<file path="src/pkg/spif_pkg.sv">
package spif_pkg;
  localparam logic [7:0] REQ_START = 8'h50;
  localparam logic [7:0] RSP_START = 8'h70;
  localparam int IMG_WORDS = 8;
  localparam int IDX_W = 3;
  localparam int CLK_HZ = 125000000;
  localparam int BAUD = 38400;
  localparam int BIT_CYC = CLK_HZ / BAUD;
  localparam int CNT_W = 12;
  localparam logic [CNT_W-1:0] BIT_CNT = CNT_W'(BIT_CYC - 1);
  localparam logic [CNT_W-1:0] HALF_CNT = CNT_W'(BIT_CYC / 2 - 1);
  localparam int ST_IOERR = 0;
  localparam int ST_CFGERR = 1;
  localparam int ST_LENERR = 4;
  localparam logic [7:0] MASTER_ADDR = 8'h00;
  localparam logic [31:0] ADDR_CTRL = 32'h0000_0000;
  localparam logic [31:0] ADDR_STATUS = 32'h0000_0004;
  localparam logic [31:0] ADDR_IRQST = 32'h0000_0008;
  localparam logic [31:0] ADDR_IRQMSK = 32'h0000_000c;
  localparam logic [31:0] ADDR_OUTIMG = 32'h0000_0040;
  localparam logic [31:0] ADDR_INIMG = 32'h0000_0080;
  localparam logic [3:0] IRQ_RESET = 4'h0;
  typedef enum logic [3:0] {
    RX_START = 4'h1,
    RX_HDR = 4'h2,
    RX_DATA = 4'h4,
    RX_SUM = 4'h8
  } spif_rx_t;
endpackage : spif_pkg

</file>
<file path="src/hdl/spif_framer.sv">
`timescale 1ns/1ns
// Behaviour
// - every byte uses eight data bits, even parity, one stop bit
// - bit rate defaults to 38400 baud
// - station address from two decimal switches; zero means master
// - each request carrying outputs gets one response with status and inputs
// - request starts with byte 0x50
// - response echoes received message identifier unchanged
// - data words sent low byte first
// - checksum is modulo-256 sum of all preceding bytes
// - response: 0x70, count, ident, address, status, inputs, checksum
// - status bit 0 on io comm error, bit 1 on config error
// - status bit 4 when received count differs from image size
// - each transaction moves the complete input image; the output image only when the count matches
module spif_framer #(
  parameter int BIT_CYC = spif_pkg::BIT_CYC
) (
  input wire logic clk,
  input wire logic resetn,
  input wire logic rxd,
  output logic txd,
  output logic txEn,
  input wire logic [3:0] addrTens,
  input wire logic [3:0] addrOnes,
  input wire logic ioCommErr,
  input wire logic cfgErr,
  output logic masterMode,
  output logic irq,
  input wire logic [31:0] awaddr,
  input wire logic awvalid,
  output logic awready,
  input wire logic [31:0] wdata,
  input wire logic [3:0] wstrb,
  input wire logic wvalid,
  output logic wready,
  output logic [1:0] bresp,
  output logic bvalid,
  input wire logic bready,
  input wire logic [31:0] araddr,
  input wire logic arvalid,
  output logic arready,
  output logic [31:0] rdata,
  output logic [1:0] rresp,
  output logic rvalid,
  input wire logic rready
);
  localparam int N = spif_pkg::IMG_WORDS;
  // bit timing follows the instance's bit time, package value by default
  localparam logic [11:0] BIT_CNT_C = 12'(BIT_CYC - 1);
  localparam logic [11:0] HALF_CNT_C = 12'(BIT_CYC / 2 - 1);
  localparam logic [3:0] IRQ_RESET_C = spif_pkg::IRQ_RESET;

  ////////////////////////////////////////////////////////////////////////
  // pin sync and station address
  logic [2:0] rxSync_r;
  logic [7:0] station_r;
  always_ff @(posedge clk) begin
    if (!resetn) rxSync_r <= 3'h7;
    else rxSync_r <= {rxSync_r[1:0], rxd};
  end
  logic [3:0] tensA_r, onesA_r, tensB_r, onesB_r;
  // no reset: the switches refill the station within three clocks
  always_ff @(posedge clk) begin
    tensA_r <= addrTens;
    onesA_r <= addrOnes;
    tensB_r <= tensA_r;
    onesB_r <= onesA_r;
    station_r <= 8'({4'h0, tensB_r} * 8'h0a) + {4'h0, onesB_r};
  end
  assign masterMode = (station_r == spif_pkg::MASTER_ADDR);
  logic rxIn;
  assign rxIn = rxSync_r[2];

  ////////////////////////////////////////////////////////////////////////
  // uart receiver, 8E1
  logic [11:0] rxCnt_r;
  logic [3:0] rxBit_r;
  logic [8:0] rxSh_r;
  logic rxBusy_r, rxByte_r, rxPerr_r;
  logic [7:0] rxData_r;
  always_ff @(posedge clk) begin
    if (!resetn) begin
      rxBusy_r <= 1'b0;
      rxCnt_r <= '0;
      rxBit_r <= '0;
      rxSh_r <= '0;
      rxByte_r <= 1'b0;
      rxPerr_r <= 1'b0;
      rxData_r <= '0;
    end else begin
      rxByte_r <= 1'b0;
      if (!rxBusy_r) begin
        if (!rxIn) begin
          rxBusy_r <= 1'b1;
          rxCnt_r <= HALF_CNT_C;
          rxBit_r <= '0;
        end
      end else if (rxCnt_r != '0) begin
        rxCnt_r <= rxCnt_r - 12'h001;
      end else begin
        rxCnt_r <= BIT_CNT_C;
        rxBit_r <= rxBit_r + 4'h1;
        // line high again at mid start bit: a glitch, not a start
        if (rxBit_r == 4'h0 && rxIn) rxBusy_r <= 1'b0;
        else if (rxBit_r >= 4'h1 && rxBit_r <= 4'h9) rxSh_r <= {rxIn, rxSh_r[8:1]};
        else if (rxBit_r == 4'ha) begin
          rxBusy_r <= 1'b0;
          // a low stop bit drops the byte
          rxByte_r <= rxIn;
          rxData_r <= rxSh_r[7:0];
          rxPerr_r <= ^rxSh_r;
        end
      end
    end
  end

  ////////////////////////////////////////////////////////////////////////
  // request parser
  spif_pkg::spif_rx_t rxSt_r;
  logic [1:0] hdrIdx_r;
  logic [7:0] cnt_r, ident_r, dest_r, sum_r, bytesLeft_r;
  logic [8:0] dataIdx_r;
  logic bad_r, lowPh_r;
  logic [7:0] lowByte_r;
  logic [15:0] stage_r [N];
  logic [15:0] outImg_r [N];
  logic reqOk, reqDrop;
  // checksum byte in: the whole request is accepted or dropped here
  assign reqOk = rxByte_r && rxSt_r == spif_pkg::RX_SUM && !rxPerr_r && !bad_r
    && rxData_r == sum_r && dest_r == station_r && !masterMode;
  assign reqDrop = rxByte_r && rxSt_r == spif_pkg::RX_SUM && !reqOk;
  always_ff @(posedge clk) begin
    if (!resetn) begin
      rxSt_r <= spif_pkg::RX_START;
      hdrIdx_r <= '0;
      cnt_r <= '0;
      ident_r <= '0;
      dest_r <= '0;
      sum_r <= '0;
      dataIdx_r <= '0;
      bad_r <= 1'b0;
      lowPh_r <= 1'b1;
      lowByte_r <= '0;
    end else if (rxByte_r) begin
      sum_r <= sum_r + rxData_r;
      if (rxPerr_r) bad_r <= 1'b1;
      unique case (rxSt_r)
        spif_pkg::RX_START: begin
          sum_r <= rxData_r;
          bad_r <= rxPerr_r;
          if (rxData_r == spif_pkg::REQ_START && !rxPerr_r) begin
            rxSt_r <= spif_pkg::RX_HDR;
            hdrIdx_r <= 2'h0;
          end
        end
        spif_pkg::RX_HDR: begin
          hdrIdx_r <= hdrIdx_r + 2'h1;
          if (hdrIdx_r == 2'h0) cnt_r <= rxData_r;
          if (hdrIdx_r == 2'h1) ident_r <= rxData_r;
          if (hdrIdx_r == 2'h2) begin
            dest_r <= rxData_r;
            dataIdx_r <= '0;
            lowPh_r <= 1'b1;
            rxSt_r <= (cnt_r == 8'h00) ? spif_pkg::RX_SUM : spif_pkg::RX_DATA;
          end
        end
        spif_pkg::RX_DATA: begin
          lowPh_r <= !lowPh_r;
          if (lowPh_r) lowByte_r <= rxData_r;
          else begin
            if (dataIdx_r < 9'(N)) stage_r[dataIdx_r[spif_pkg::IDX_W-1:0]] <= {rxData_r, lowByte_r};
            dataIdx_r <= dataIdx_r + 9'h001;
            if (dataIdx_r + 9'h001 == {1'b0, cnt_r}) rxSt_r <= spif_pkg::RX_SUM;
          end
        end
        spif_pkg::RX_SUM: rxSt_r <= spif_pkg::RX_START;
      endcase
    end
  end

  // outputs commit only on a fully validated request
  always_ff @(posedge clk) begin
    if (!resetn) begin
      for (int i = 0; i < N; i++) outImg_r[i] <= '0;
    end else if (reqOk && cnt_r == 8'(N)) begin
      for (int i = 0; i < N; i++) outImg_r[i] <= stage_r[i];
    end
  end

  ////////////////////////////////////////////////////////////////////////
  // response builder and uart transmitter
  logic [15:0] inImg_r [N];
  logic [7:0] status_r, txSum_r, txByte;
  logic [8:0] txIdx_r;
  logic txAct_r, txLoad_r, txDone;
  logic [11:0] txCnt_r;
  logic [3:0] txBit_r;
  logic [10:0] txSh_r;
  logic [8:0] txLast;
  assign txLast = 9'(5 + 2 * N);
  always_comb begin
    txByte = 8'h00;
    if (txIdx_r == 9'h000) txByte = spif_pkg::RSP_START;
    else if (txIdx_r == 9'h001) txByte = 8'(N);
    else if (txIdx_r == 9'h002) txByte = ident_r;
    else if (txIdx_r == 9'h003) txByte = station_r;
    else if (txIdx_r == 9'h004) txByte = status_r;
    else if (txIdx_r == txLast) txByte = txSum_r;
    else if (txIdx_r[0]) txByte = inImg_r[3'((txIdx_r - 9'h005) >> 1)][7:0];
    else txByte = inImg_r[3'((txIdx_r - 9'h005) >> 1)][15:8];
  end
  assign txDone = txAct_r && !txLoad_r && txCnt_r == '0 && txBit_r == 4'ha;
  // answer starts inside the request's stop bit; one load cycle per byte
  always_ff @(posedge clk) begin
    if (!resetn) begin
      txAct_r <= 1'b0;
      txLoad_r <= 1'b0;
      txIdx_r <= '0;
      txSum_r <= '0;
      status_r <= '0;
      txCnt_r <= '0;
      txBit_r <= '0;
      txSh_r <= '1;
    end else if (!txAct_r) begin
      if (reqOk) begin
        txAct_r <= 1'b1;
        txLoad_r <= 1'b1;
        txIdx_r <= '0;
        txSum_r <= '0;
        status_r <= 8'h00;
        status_r[spif_pkg::ST_IOERR] <= ioCommErr;
        status_r[spif_pkg::ST_CFGERR] <= cfgErr;
        // wrong count is still answered, outputs are kept
        status_r[spif_pkg::ST_LENERR] <= (cnt_r != 8'(N));
      end
    end else if (txLoad_r) begin
      txLoad_r <= 1'b0;
      txSh_r <= {1'b1, ^txByte, txByte, 1'b0};
      txSum_r <= txSum_r + txByte;
      txCnt_r <= BIT_CNT_C;
      txBit_r <= '0;
    end else if (txCnt_r != '0) begin
      txCnt_r <= txCnt_r - 12'h001;
    end else if (txBit_r == 4'ha) begin
      txIdx_r <= txIdx_r + 9'h001;
      if (txIdx_r == txLast) txAct_r <= 1'b0;
      else txLoad_r <= 1'b1;
    end else begin
      txCnt_r <= BIT_CNT_C;
      txBit_r <= txBit_r + 4'h1;
      txSh_r <= {1'b1, txSh_r[10:1]};
    end
  end
  // shifter idles on the last stop bit, so the pin comes straight from it
  assign txd = txSh_r[0];
  assign txEn = txAct_r;

  ////////////////////////////////////////////////////////////////////////
  // interrupts: 0 request ok, 1 request dropped, 2 response sent, 3 length
  logic [3:0] irqSt_r, irqMsk_r, irqEv;
  assign irqEv = {reqOk && cnt_r != 8'(N), txDone && txIdx_r == txLast, reqDrop, reqOk};
  logic wrGo, awHeld_r, wHeld_r;
  logic [31:0] awA_r, wD_r;
  logic [31:0] wA, wD;
  assign wA = awHeld_r ? awA_r : awaddr;
  assign wD = wHeld_r ? wD_r : wdata;
  assign wrGo = (awHeld_r || awvalid) && (wHeld_r || wvalid) && !bvalid;
  assign awready = !awHeld_r && !bvalid;
  assign wready = !wHeld_r && !bvalid;
  // a new event wins over a clear in the same cycle
  always_ff @(posedge clk) begin
    if (!resetn) irqSt_r <= spif_pkg::IRQ_RESET;
    else if (wrGo && wA == spif_pkg::ADDR_IRQST && wstrb[0])
      irqSt_r <= (irqSt_r & ~wD[3:0]) | irqEv;
    else irqSt_r <= irqSt_r | irqEv;
  end
  assign irq = |(irqSt_r & irqMsk_r);

  ////////////////////////////////////////////////////////////////////////
  // axi4-lite slave
  always_ff @(posedge clk) begin
    if (!resetn) begin
      awHeld_r <= 1'b0;
      wHeld_r <= 1'b0;
      awA_r <= '0;
      wD_r <= '0;
      bvalid <= 1'b0;
      bresp <= 2'h0;
      irqMsk_r <= IRQ_RESET_C;
      for (int i = 0; i < N; i++) inImg_r[i] <= '0;
    end else begin
      // aw or w arriving alone is parked until its partner comes
      if (awvalid && awready && !wrGo) begin
        awHeld_r <= 1'b1;
        awA_r <= awaddr;
      end
      if (wvalid && wready && !wrGo) begin
        wHeld_r <= 1'b1;
        wD_r <= wdata;
      end
      if (bvalid && bready) bvalid <= 1'b0;
      if (wrGo) begin
        awHeld_r <= 1'b0;
        wHeld_r <= 1'b0;
        bvalid <= 1'b1;
        bresp <= 2'h0;
        if (wA == spif_pkg::ADDR_IRQMSK) begin
          if (wstrb[0]) irqMsk_r <= wD[3:0];
        end else if (wA[31:5] == spif_pkg::ADDR_INIMG[31:5]) begin
          if (wstrb[0]) inImg_r[wA[4:2]][7:0] <= wD[7:0];
          if (wstrb[1]) inImg_r[wA[4:2]][15:8] <= wD[15:8];
        end else if (wA != spif_pkg::ADDR_IRQST) bresp <= 2'h2;
      end
    end
  end

  always_ff @(posedge clk) begin
    if (!resetn) begin
      rvalid <= 1'b0;
      rdata <= '0;
      rresp <= 2'h0;
    end else if (rvalid) begin
      if (rready) rvalid <= 1'b0;
    end else if (arvalid) begin
      rvalid <= 1'b1;
      rresp <= 2'h0;
      rdata <= '0;
      if (araddr == spif_pkg::ADDR_CTRL) rdata <= {23'h0, masterMode, station_r};
      else if (araddr == spif_pkg::ADDR_STATUS) rdata <= {16'h0, ident_r, status_r};
      else if (araddr == spif_pkg::ADDR_IRQST) rdata <= {28'h0, irqSt_r};
      else if (araddr == spif_pkg::ADDR_IRQMSK) rdata <= {28'h0, irqMsk_r};
      else if (araddr[31:5] == spif_pkg::ADDR_OUTIMG[31:5]) rdata <= {16'h0, outImg_r[araddr[4:2]]};
      else if (araddr[31:5] == spif_pkg::ADDR_INIMG[31:5]) rdata <= {16'h0, inImg_r[araddr[4:2]]};
      else rresp <= 2'h2;
    end
  end
  assign arready = !rvalid;
endmodule : spif_framer

</file>
<file path="config.mk">
export PLATFORM = sky130hd
export DESIGN_NAME = spif_framer
export DESIGN_NICKNAME = d
export VERILOG_FILES = /design/src/pkg/spif_pkg.sv /design/src/hdl/spif_framer.sv
export SDC_FILE = /design/constraint.sdc
export NUM_CORES = 1
export LEC_CHECK = 0
export BUFFER_PORTS_ARGS = -buffer_cell sky130_fd_sc_hd__buf_2
export CORE_ASPECT_RATIO = 0.5
export CORE_UTILIZATION = 50
export CTS_BUF_LIST = sky130_fd_sc_hd__clkbuf_4
export CTS_CLUSTER_SIZE = 28
export DETAILED_ROUTE_END_ITERATION = 8
export GPL_TIMING_DRIVEN = 0
export PLACE_DENSITY = 0.72
export SETUP_SLACK_MARGIN = 0.15
export SYNTH_ARGS = -nofsm -noshare
export SYNTH_HDL_FRONTEND = slang
export SYNTH_SLANG_ARGS = --single-unit
</file>
<file path="constraint.sdc">
create_clock -name clk -period 13.39 [get_ports clk]
set_input_delay 1.339 -clock clk [delete_from_list [all_inputs] [get_ports clk]]
set_output_delay 1.339 -clock clk [all_outputs]
set_load 0.02 [all_outputs]
</file>
* Word-level counts from Yosys, hierarchy flattened
Memory sizes are Yosys's and may differ from the RTL's.
Index checks and enable logic that the tools add are counted.
** Storage, ports and cells
- Register bits after elaboration :: 265
- Bits in writable memories :: 384
- Logic and storage cells :: 320
- Memories :: 3
** Memory list
- inImg_r :: words 8, width 16, rd ports 2, clocked after Yosys merged registers in 0, write ports 8, RTL line spif_framer.sv:192 : logic [15:0] inImg_r [N];
- outImg_r :: words 8, width 16, rd ports 1, clocked after Yosys merged registers in 0, write ports 8, RTL line spif_framer.sv:126 : logic [15:0] outImg_r [N];
- stage_r :: words 8, width 16, rd ports 8, clocked after Yosys merged registers in 0, write ports 1, RTL line spif_framer.sv:125 : logic [15:0] stage_r [N];
** Cells by class
- Add/subtract/negate cells :: 11
- $mul :: 1
- Magnitude comparators :: 3
- Eq/ne operators :: 41
- Multiplexer cells :: 119
- Bitwise logic cells :: 21
- Reduce and logical (&&, ||, !) cells :: 79
** Operator list (count)
- $mux 16 :: 16
- $eq 32x4->1 const B :: 4
- $mux 8 :: 11
- $mux 12 :: 6
- $mux 9 :: 7
- $eq 27x3->1 const B :: 2
- $mux 4 :: 12
- $mux 1 :: 47
- $mux 11 :: 3
- $eq 32x3->1 const B :: 1
- $logic_not 32->1 :: 1
- $mux 32 :: 1
- $ne 32x4->1 const B :: 1
- $eq 27x2->1 const B :: 1
- $logic_and 1x1->1 :: 27
- $reduce_and 3->1 :: 8
- $reduce_bool 12->1 :: 2
- $sub 12x1->12 const B :: 2
- $mux 2 :: 11
- $add 9x1->9 const B :: 2
- $eq 9x2->1 const B :: 2
- $ne 2x2->1 const B :: 9
- $pmux 9 s2 :: 1
- $add 8x8->8 :: 2
- 50 further kinds :: 96

* Depth between registers and ports, before layout
Gate-level depths: netlist of run 1.
- Word-level depth :: 12
- Gate-level depth with buffers :: 22
- Mapped depth without buffers :: 18

* Least setup slack after synthesis of run 1
Ideal clock, no wire load.
- Path kind :: reg2reg
- Start point :: register rxData_r[3]
- End point :: memory outImg_r[0][0], enable pin
- Setup time :: 0.793 ns
- Data arrival time :: 10.653 ns
- Required time :: 12.597 ns
- Setup slack :: 1.945 ns
- Stages on the path, launching flop included :: 6
- Period minus slack after synthesis :: 11.445 ns
- Cell sequence :: dfxtp_1 ha_1 or3_1 nor3_1 nand4_1 o21ai_0
** RTL lines
- from (decl) :: RTL line spif_framer.sv:80 : logic [7:0] rxData_r;
- from (signal assigned) :: RTL line spif_framer.sv:110 : rxData_r <= rxSh_r[7:0];
- to (decl) :: RTL line spif_framer.sv:126

* Final worst setup path of run 1
- Start point :: register txIdx_r[0]
- End point :: register txSum_r[7]
** On the way
- Cells in the longest elaborated chain, start to end :: 12
- Elaborated cells between the ends (all ways) :: 18
- Classes of those cells :: add/sub (2); eq/ne (5); mux (9); reduce/logical (1); memory (1)
** RTL lines
- from (decl) :: RTL line spif_framer.sv:194 : logic [8:0] txIdx_r;
- from (signal assigned) :: RTL line spif_framer.sv:245 : txIdx_r <= txIdx_r + 9'h001;
- $sub 4x3->4 :: RTL line spif_framer.sv:209, spif_framer.sv:210
- $mem_v2 8x16
- $mux 8 :: RTL line spif_framer.sv:209 : else if (txIdx_r[0]) txByte = inImg_r[3'((txIdx_r - 9'h005) >> 1)][7:0];
- $mux 8 :: RTL line spif_framer.sv:208 : else if (txIdx_r == txLast) txByte = txSum_r;
- $mux 8 :: RTL line spif_framer.sv:207 : else if (txIdx_r == 9'h004) txByte = status_r;
- $mux 8 :: RTL line spif_framer.sv:206 : else if (txIdx_r == 9'h003) txByte = station_r;
- $mux 8 :: RTL line spif_framer.sv:205 : else if (txIdx_r == 9'h002) txByte = ident_r;
- $mux 8 :: RTL line spif_framer.sv:204 : else if (txIdx_r == 9'h001) txByte = 8'(N);
- $mux 8 * :: RTL line spif_framer.sv:203 : if (txIdx_r == 9'h000) txByte = spif_pkg::RSP_START;
- $add 8x8->8 * :: RTL line spif_framer.sv:239 : txSum_r <= txSum_r + txByte;
- $mux 8 * :: RTL line spif_framer.sv:236 : end else if (txLoad_r) begin
- $mux 8 * :: RTL line spif_framer.sv:224 : end else if (!txAct_r) begin
- to (signal assigned) :: RTL line spif_framer.sv:239
- to (decl) :: RTL line spif_framer.sv:193 : logic [7:0] status_r, txSum_r, txByte;
Every way passes the cells marked *; elsewhere a longest branch is shown, timed or not. The select of a mux whose other input is x is not followed.
A chain may end at the register's enable or synchronous reset.

==> results of run 1 <==
cell type report:
cell class | instances | area share (%)
tap | 768 | 2.92
timing repair buffer | 138 | 2.52
antenna | 4 | 0.0304
multi-input combinational | 1777 | 35.9
clock buffer | 227 | 5.18
buffer | 156 | 2.16
clock inverter | 40 | 0.658
inverter | 51 | 0.582
sequential | 630 | 50.0
power by group:
group / total, mW / switching [mW] / internal, mW
Clock: 1.59 / 0.810 / 0.784
Combinational: 0.283 / 0.184 / 0.0988
Sequential: 2.13 / 0.0346 / 2.09
sequential cells by signal, indices dropped and copies added, names as in the netlist, 10 cells and up:
signal and count:
inImg_r 128, outImg_r 128, stage_r 128, awA_r 32
rdata 16, wD_r 16, rxCnt_r 12, txCnt_r 12
txSh_r 10
layer usage:
layer	GRT usage, %	wire, microns	part of all wire (%)	vias to the layer above
li1	-	-	-	10200
met5	0	10	0.011	-
met2	44.6	39100	45	1323
met1	39.9	35600	41	10900
met4	11.6	3400	3.9	2
met3	7.78	9680	11	265
cells in the final DEF, fill, tap and decap left out, drive strengths merged, types with 11 or more instances in the layout:
cell type	count
edfxtp	384
clkbuf	325
nor2	310
nand2	283
dfxtp	246
buf	196
a21oi	170
and2	137
mux2i	108
mux4	76
o21ai	68
nand3	67
inv	60
nor3	59
ha	39
nor4	35
xnor2	35
clkinv	29
xor2	27
a211oi	24
nand4	22
nor2b	21
or3	20
mux2	18
o22ai	18
conb	18
a311oi	16
nand2b	15
o211ai	13
or4	13
a221oi	11
worst register-to-register path, cell delays in order, from the launching register on:
cell and delay, ns:
sky130_fd_sc_hd__dfxtp_1 0.47, sky130_fd_sc_hd__clkbuf_1 0.48, sky130_fd_sc_hd__buf_2 0.33, sky130_fd_sc_hd__inv_1 0.30, sky130_fd_sc_hd__ha_1 0.42, sky130_fd_sc_hd__buf_2 0.25
sky130_fd_sc_hd__buf_2 0.29, sky130_fd_sc_hd__buf_1 0.74, sky130_fd_sc_hd__mux2i_1 0.28, sky130_fd_sc_hd__a211oi_1 0.15, sky130_fd_sc_hd__nor4b_1 0.40, sky130_fd_sc_hd__a22o_1 0.32
sky130_fd_sc_hd__inv_1 0.11, sky130_fd_sc_hd__ha_1 0.28, sky130_fd_sc_hd__a21o_1 0.18, sky130_fd_sc_hd__a21oi_1 0.27, sky130_fd_sc_hd__nor2b_1 0.11, sky130_fd_sc_hd__nand2b_1 0.08
sky130_fd_sc_hd__mux2i_1 0.10, sky130_fd_sc_hd__o311a_1 0.36, sky130_fd_sc_hd__a311oi_1 0.31, sky130_fd_sc_hd__mux2i_1 0.23, sky130_fd_sc_hd__a21oi_1 0.08
per-stage QoR:
| step | TNS, ns | hold WS [ns] |
|---|---|---|
| 2_1_floorplan | 0 | 0.310 |
| 3_3_place_gp | -316.56 | 0.312 |
| 3_5_place_dp | 0 | 0.314 |
| 4_1_cts | 0 | 0.319 |
| 5_1_grt | 0 | 0.321 |
| 6_report | 0 | 0.318 |
cell families after synthesis:
kind of cell / count (synthesis) / share of synthesized area (%)
compound gates: 417 / 9.01
flops: 630 / 56.6
mux: 202 / 10.3
other cells: 1 / 0.0129
fa+ha+maj: 44 / 1.99
xor+xnor: 63 / 2.03
buf+inv: 207 / 3.10
simple gates: 1033 / 17.0
final timing paths:
kind	endpoint	slack [ns]	depth (start not counted)
setup / recovery	txSum_r[7]	6.74	22
hold / removal	onesB_r[2]	0.32	0
setup reg to reg	txSum_r[7]	6.74	22
hold reg to reg	onesB_r[2]	0.32	0
==> PnR_summary.wiki, run 1 <==
{| class="wikitable"
! Metric !! Value
|-
| Outcome || completed
|-
| Area of combinational cells with multiple inputs || 11800 sq um
|-
| Cell type with the highest aggregate area in the netlist || sky130_fd_sc_hd__edfxtp_1
|-
| Slew Limit Fails || 0
|-
| Initial cell density of the core || 50.7%
|-
| Final weighted congestion of routability-driven global placement || 1.02
|-
| Antenna violations before repair || 9
|-
| Share of cells above drive strength 1 || 17.9%
|-
| Die outline area || 59200 sq um
|-
| Final Power || between 4 and 5 mW
|-
| Slowest-stage cell, CP || sky130_fd_sc_hd__buf_1
|-
| Die outline height || roughly 170 microns
|-
| Count of boundary I/O pins || roughly 160
|-
| Final core occ || 57.3%
|-
| Final Cell Area || ~33000 sq um
|-
| Crit path time final || 6.65 ns
|-
| Top cell types by occurrence after synthesis || 384 x sky130_fd_sc_hd__edfxtp_1, 310 x sky130_fd_sc_hd__nor2_1, 283 x sky130_fd_sc_hd__nand2_1
|-
| Nets || 3064
|-
| Cell with the most instances after synthesis || sky130_fd_sc_hd__edfxtp_1
|-
| Clk_skew || 0.0846 ns
|-
| Filler-free cell count of the finished design || 3791
|-
| Rows || between 60 and 70
|-
| Start of the worst register-to-register path || txIdx_r[0]
|-
| FILL cells || 4894
|-
| Number of buffer cells added on primary ports || 123
|-
| Headroom to the max-slew limit || 7.22%
|-
| Global-route wire length before repair || 129 mm
|-
| TritonCTS clock tree || yes
|-
| Worst Hold Class || reg2reg
|-
| Maximum operating frequency || ~150 MHz
|-
| Count of cell types in the netlist || 82
|-
| Capturing element type of the critical path || flip-flop
|-
| Number of synthesized register bits || 630
|-
| Total count of hold-check failures in the final report || 0
|-
| Syn_area_per_cell || 11.2 sq um
|-
| CTS Buf Count || 149
|-
| Setup repair after global routing missed its margin || no
|-
| Number of H-tree branching levels || 4
|-
| Critical path buffer and inverter count || 7
|-
| Setup WS pre-CTS || about 7.0 ns
|-
| Crit path max fanout || 10
|-
| Number of synthesized flops with an enable pin || 384
|-
| Remaining number of nets flagged by the antenna check after routing || 0
|-
| CTS root buffer || sky130_fd_sc_hd__clkbuf_4
|-
| Worst Path Arrival || 7.40 ns
|-
| Number of placed cells counting well taps || 3520
|-
| Chain of cells forming the critical path || clkbuf_1 -> buf_2 -> inv_1 -> ha_1 -> buf_2 -> buf_2 -> buf_1 -> mux2i_1 -> a211oi_1 -> nor4b_1 -> a22o_1 -> inv_1 -> ha_1 -> a21o_1 -> a21oi_1 -> nor2b_1 -> nand2b_1 -> mux2i_1 -> o311a_1 -> a311oi_1 -> mux2i_1 -> a21oi_1
|-
| Post-Syn Instances || roughly 2600
|-
| Clk pin slew, worst setup/hold paths || 0.07 ns
|-
| Critical Setup Path Class || reg2reg
|-
| Async set-reset flop share out of synthesis || 0%
|-
| Number of gates given a new drive strength after cts || 0
|-
| Max-capacitance violation count || 0
|-
| Maximum resistive drop on vdd || 0.0000618 V
|-
| Clk_lat worst skew || 0.93 ns
|-
| Clock sink total || 630
|-
| Final Setup Violations || 0
|-
| Largest cells by area after synthesis || sky130_fd_sc_hd__edfxtp_1 40%, sky130_fd_sc_hd__dfxtp_1 17%, sky130_fd_sc_hd__mux4_2 5.9%
|-
| Startpoint type of the worst setup path || flip-flop
|-
| DPL Wire Length || just over 60 mm
|-
| Cell class contributing the biggest share of worst-path delay || buffers and inverters
|-
| Share of the synthesized area in the top cell type || 39.6%
|-
| Number of hold buffers added after CTS || 0
|-
| GR Overflow Total || 0
|-
| Number of global-route vias before repair || 21500
|-
| Routed length per instance || 23.2 microns
|-
| Measured slew at the worst slew-check pin || 1.39 ns
|-
| Detailed router's first-iteration violation count || 3006
|-
| Yosys Warn Count || 0
|-
| Storage cell area || 16500 sq um
|-
| Die Wd || 343 microns
|-
| Static power due to leakage || 12.2 nW
|-
| Pin count of the biggest net entering global routing || 31
|-
| Post-CTS Setup Inserts || 0
|-
| Fraction of the yosys area taken by sequential cells || between 50% and 60%
|-
| GRT Total Usage || slightly below 30%
|-
| Maximum cell stage delay along the critical path || 0.74 ns
|-
| Number of buffers between clock root and the deepest sink || 3
|-
| Power per cell area || 122 nW/um^2
|-
| Via count || 22700
|-
| Required time worst endpoint || 14.14 ns
|-
| Least setup slack across all paths after layout || 6.74 ns
|-
| Detailed-route vias per instance || 5.99
|-
| Mapped Area || ~29000 sq um
|-
| Aggregate routed wire length || 87.8 mm
|-
| Start point of the critical path || txIdx_r[0]
|-
| Post-route fraction of the period consumed by the critical path || 49.7%
|-
| Layout overhead on the synthesized area || 13.1%
|-
| Beginning of the worst hold path || onesA_r[2]
|-
| Core area || 57400 sq um
|-
| Pre-Repair DR Iteration Count || 8
|-
| Top FF cell, synth || sky130_fd_sc_hd__edfxtp_1
|-
| Number of design rule violations left after detail routing || 0
|-
| Total cell area at the placement stage || 31000 sq um
|}
(Power assumes the default switching activity.)
==> inputs of run 2 (changes only) <==
- clock period: 13.39 -> 6.8 ns (I/O delays scaled with it)
==> run 2 against run 1 <==
Against the previous run: the flow now finishes with violations (design-rule violations, max-capacitance violations, max-slew violations); non-clock buffer count rose by 21; global-route usage is 0.54 points higher; maximum frequency rose by 6.0%; utilization grew 0.58 points.
==> PnR_summary.wiki, run 2 (synthesis results as in run 1) <==
{| class="wikitable"
! Metric !! Value
|-
| Total cell area at the placement stage || 31100 sq um (+0.27%)
|-
| Clk_skew || 0.0978 ns (+0.0132 ns)
|-
| Pin count of the biggest net entering global routing || 33 (+6.5%)
|-
| Capturing element type of the critical path || flip-flop
|-
| Remaining number of nets flagged by the antenna check after routing || 0 (unchanged)
|-
| Leading cell types in the layout, fill and taps excluded || 384 x sky130_fd_sc_hd__edfxtp_1, 304 x sky130_fd_sc_hd__nor2_1, 283 x sky130_fd_sc_hd__nand2_1
|-
| Number of buffers between clock root and the deepest sink || 3 (unchanged)
|-
| Maximum operating frequency || 159 MHz (+6.0%)
|-
| Global-route wire length before repair || 132 mm (+1.9%)
|-
| Die outline height || 173 microns (unchanged)
|-
| Required time worst endpoint || 7.56 ns (-6.58 ns)
|-
| Initial cell density of the core || 50.7% (unchanged)
|-
| Nets || 3079 (+0.49%)
|-
| Die Wd || 343 microns (unchanged)
|-
| Die outline area || 59200 sq um (unchanged)
|-
| Via count || 22800 (+0.50%)
|-
| Number of global-route vias before repair || 21800 (+1.6%)
|-
| Routed length per instance || 23.5 microns (+1.4%)
|-
| CTS root buffer || sky130_fd_sc_hd__clkbuf_4
|-
| Violated checks || design-rule violations, max-capacitance violations, max-slew violations
|-
| Power share of the clock group || 39.9% (about the same)
|-
| Core area || 57400 sq um (unchanged)
|-
| Startpoint type of the worst setup path || flip-flop
|-
| Power per cell area || 239 nW/um^2 (+96%)
|-
| Detailed router's first-iteration violation count || 2560 (-15%)
|-
| Pre-Repair DR Iteration Count || 9 (+1)
|-
| Switching power of the nets || 2.03 mW (+98%)
|-
| Slew Limit Fails || 2 (+2)
|-
| Number of design rule violations left after detail routing || 2 (+2)
|-
| Depth of the worst register-to-register path || 20 (-9.1%)
|-
| Aggregate routed wire length || 89.3 mm (+1.7%)
|-
| GR Overflow Total || 0 (unchanged)
|-
| Worst Hold Class || in2reg
|-
| Max-capacitance violation count || 2 (+2)
|-
| Switching share of power || 25.6% (-0.069 points)
|-
| Final Setup Violations || 0 (unchanged)
|-
| Part of the total power dissipated in combinational logic || 7.2% (about the same)
|-
| Critical Setup Path Class || reg2reg
|-
| Final Cell Area || 33200 sq um (+1.0%)
|-
| Clk_lat worst skew || 0.96 ns (+0.03 ns)
|-
| Rows || 62 (unchanged)
|-
| Detailed-route vias per instance || 6.00 (+0.19%)
|-
| Int Power || 5.90 mW (+98%)
|-
| Measured slew at the worst slew-check pin || 1.56 ns (+0.168 ns)
|-
| Crit path max fanout || 10 (unchanged)
|-
| DPL Wire Length || 62.8 mm (+0.82%)
|-
| Post-CTS Setup Inserts || 0 (unchanged)
|-
| Hold path cells || 3 (+3)
|-
| Outcome || finished with violations
|-
| FILL cells || 4765 (-2.6%)
|-
| Setup repair after global routing missed its margin || no
|-
| Final core occ || 57.9% (+0.58 points)
|-
| Share of cells above drive strength 1 || 17.8% (-0.14 points)
|-
| Setup WS pre-CTS || 0.543 ns (-6.46 ns)
|-
| GRT Total Usage || 29.8% (+0.54 points)
|-
| Headroom to the max-slew limit || -6.70% (-14 points)
|-
| Crit path time final || 6.28 ns (-0.379 ns)
|-
| Static power due to leakage || 12.4 nW (+1.1%)
|-
| Final weighted congestion of routability-driven global placement || 0.986 (-3.0%)
|-
| Antenna violations before repair || 4 (-5)
|-
| TritonCTS clock tree || yes
|-
| Number of buffer cells added on primary ports || 123 (unchanged)
|-
| Clock sink total || 630 (unchanged)
|-
| Commonest non-fill, non-tap cell in the layout || sky130_fd_sc_hd__edfxtp_1
|-
| Total count of hold-check failures in the final report || 0 (unchanged)
|-
| Worst slack on hold paths || 0.0357 ns (-0.282 ns)
|-
| Clk pin slew, worst setup/hold paths || 0.07 ns (about the same)
|-
| CTS Buf Count || 143 (-4.0%)
|-
| Count of boundary I/O pins || 163 (unchanged)
|-
| Least setup slack across all paths after layout || 0.524 ns (-6.21 ns)
|-
| Maximum resistive drop on vdd || 0.000139 V (+130%)
|-
| Layout overhead on the synthesized area || 14.3%
|-
| Number of H-tree branching levels || 4 (unchanged)
|-
| Setup tns final || 0 ns (unchanged)
|-
| Sequential group share of total power || 52.9% (-0.2 points)
|-
| Post-route fraction of the period consumed by the critical path || 92.3% (+43 points)
|-
| Worst Path Arrival || 7.03 ns (-0.37 ns)
|}
run 2: cell types whose count changed in the layout (fill, tap and decap cells not counted), moves of 2 or more:
cell | before | now
sky130_fd_sc_hd__buf_16 | 0 | 8
sky130_fd_sc_hd__clkinv_1 | 23 | 18
sky130_fd_sc_hd__clkbuf_4 | 227 | 225
sky130_fd_sc_hd__buf_12 | 4 | 2
sky130_fd_sc_hd__clkinv_8 | 0 | 2
sky130_fd_sc_hd__dlygate4sd3_1 | 0 | 21
sky130_fd_sc_hd__buf_8 | 5 | 2
sky130_fd_sc_hd__inv_2 | 3 | 1
sky130_fd_sc_hd__clkinv_2 | 3 | 1
run 2: per-stage QoR:
step                      std cells  power (mW)
after global placement         3505        4.81
after detailed placement       3519        4.82
after global routing           3802        8.20
final                          3803        7.93
after floorplan                2614        4.58
after CTS                      3799        7.94
run 2: worst max-delay path: stages, from the launching register on:
cell and delay (ns):
sky130_fd_sc_hd__dfxtp_1 0.51, sky130_fd_sc_hd__clkbuf_1 0.43, sky130_fd_sc_hd__buf_2 0.32, sky130_fd_sc_hd__inv_1 0.29, sky130_fd_sc_hd__ha_1 0.39, sky130_fd_sc_hd__xnor2_4 0.50, sky130_fd_sc_hd__buf_2 0.45, sky130_fd_sc_hd__mux4_2 0.56
sky130_fd_sc_hd__mux2_2 0.34, sky130_fd_sc_hd__o22ai_1 0.29, sky130_fd_sc_hd__a21oi_1 0.18, sky130_fd_sc_hd__ha_1 0.25, sky130_fd_sc_hd__a21o_1 0.17, sky130_fd_sc_hd__a21oi_1 0.24, sky130_fd_sc_hd__nor2b_1 0.09, sky130_fd_sc_hd__nand2b_1 0.08
sky130_fd_sc_hd__mux2i_1 0.11, sky130_fd_sc_hd__o311a_1 0.35, sky130_fd_sc_hd__a311oi_1 0.26, sky130_fd_sc_hd__mux2i_1 0.23, sky130_fd_sc_hd__a21oi_1 0.08
run 2: what timing repair did:
action / CTS / global route
hold endpoints to repair: 20 / 0
gates resized for setup: 0 / 1
hold buffers: 21 / 0
setup endpoints to repair: 0 / 1
run 2: layer usage:
layer	track usage (%)	wire length, microns	up-vias
li1	-	-	10200
met1	40.8	36500	11200
met2	46.3	40500	1251
met3	7.48	9730	199
met4	10.3	2600	2
met5	0	13	-
run 2: path summary, 6_finish.rpt:
path,endpoint,start,slack [ns]
worst min register to register,tensB_r[3],tensA_r[3],0.33
worst min-delay path,awA_r[30],awaddr[30],0.04
worst max-delay path,txSum_r[7],txIdx_r[0],0.52
worst max register to register,txSum_r[7],txIdx_r[0],0.52
run 2: area by class of cell:
| class | count | area, sq um | area share, % |
|---|---|---|---|
| inverter | 51 | 191 | 0.576 |
| clock buffer | 225 | 1690 | 5.08 |
| multi-input combinational | 1777 | 11800 | 35.6 |
| buffer | 156 | 712 | 2.14 |
| sequential | 630 | 16500 | 49.5 |
| tap | 768 | 961 | 2.89 |
| timing repair buffer | 159 | 1150 | 3.46 |
| clock inverter | 34 | 246 | 0.742 |
| antenna | 3 | 7.51 | 0.0226 |
run 2: power groups by stage:
stage | Sequential, mW | Combinational (mW) | Clock [mW]
after detailed placement | 4.27 | 0.546 | 0
after CTS | 4.19 | 0.558 | 3.20
after floorplan | 4.25 | 0.331 | 0
final | 4.19 | 0.572 | 3.17
after global placement | 4.28 | 0.531 | 0
after global routing | 4.20 | 0.606 | 3.39
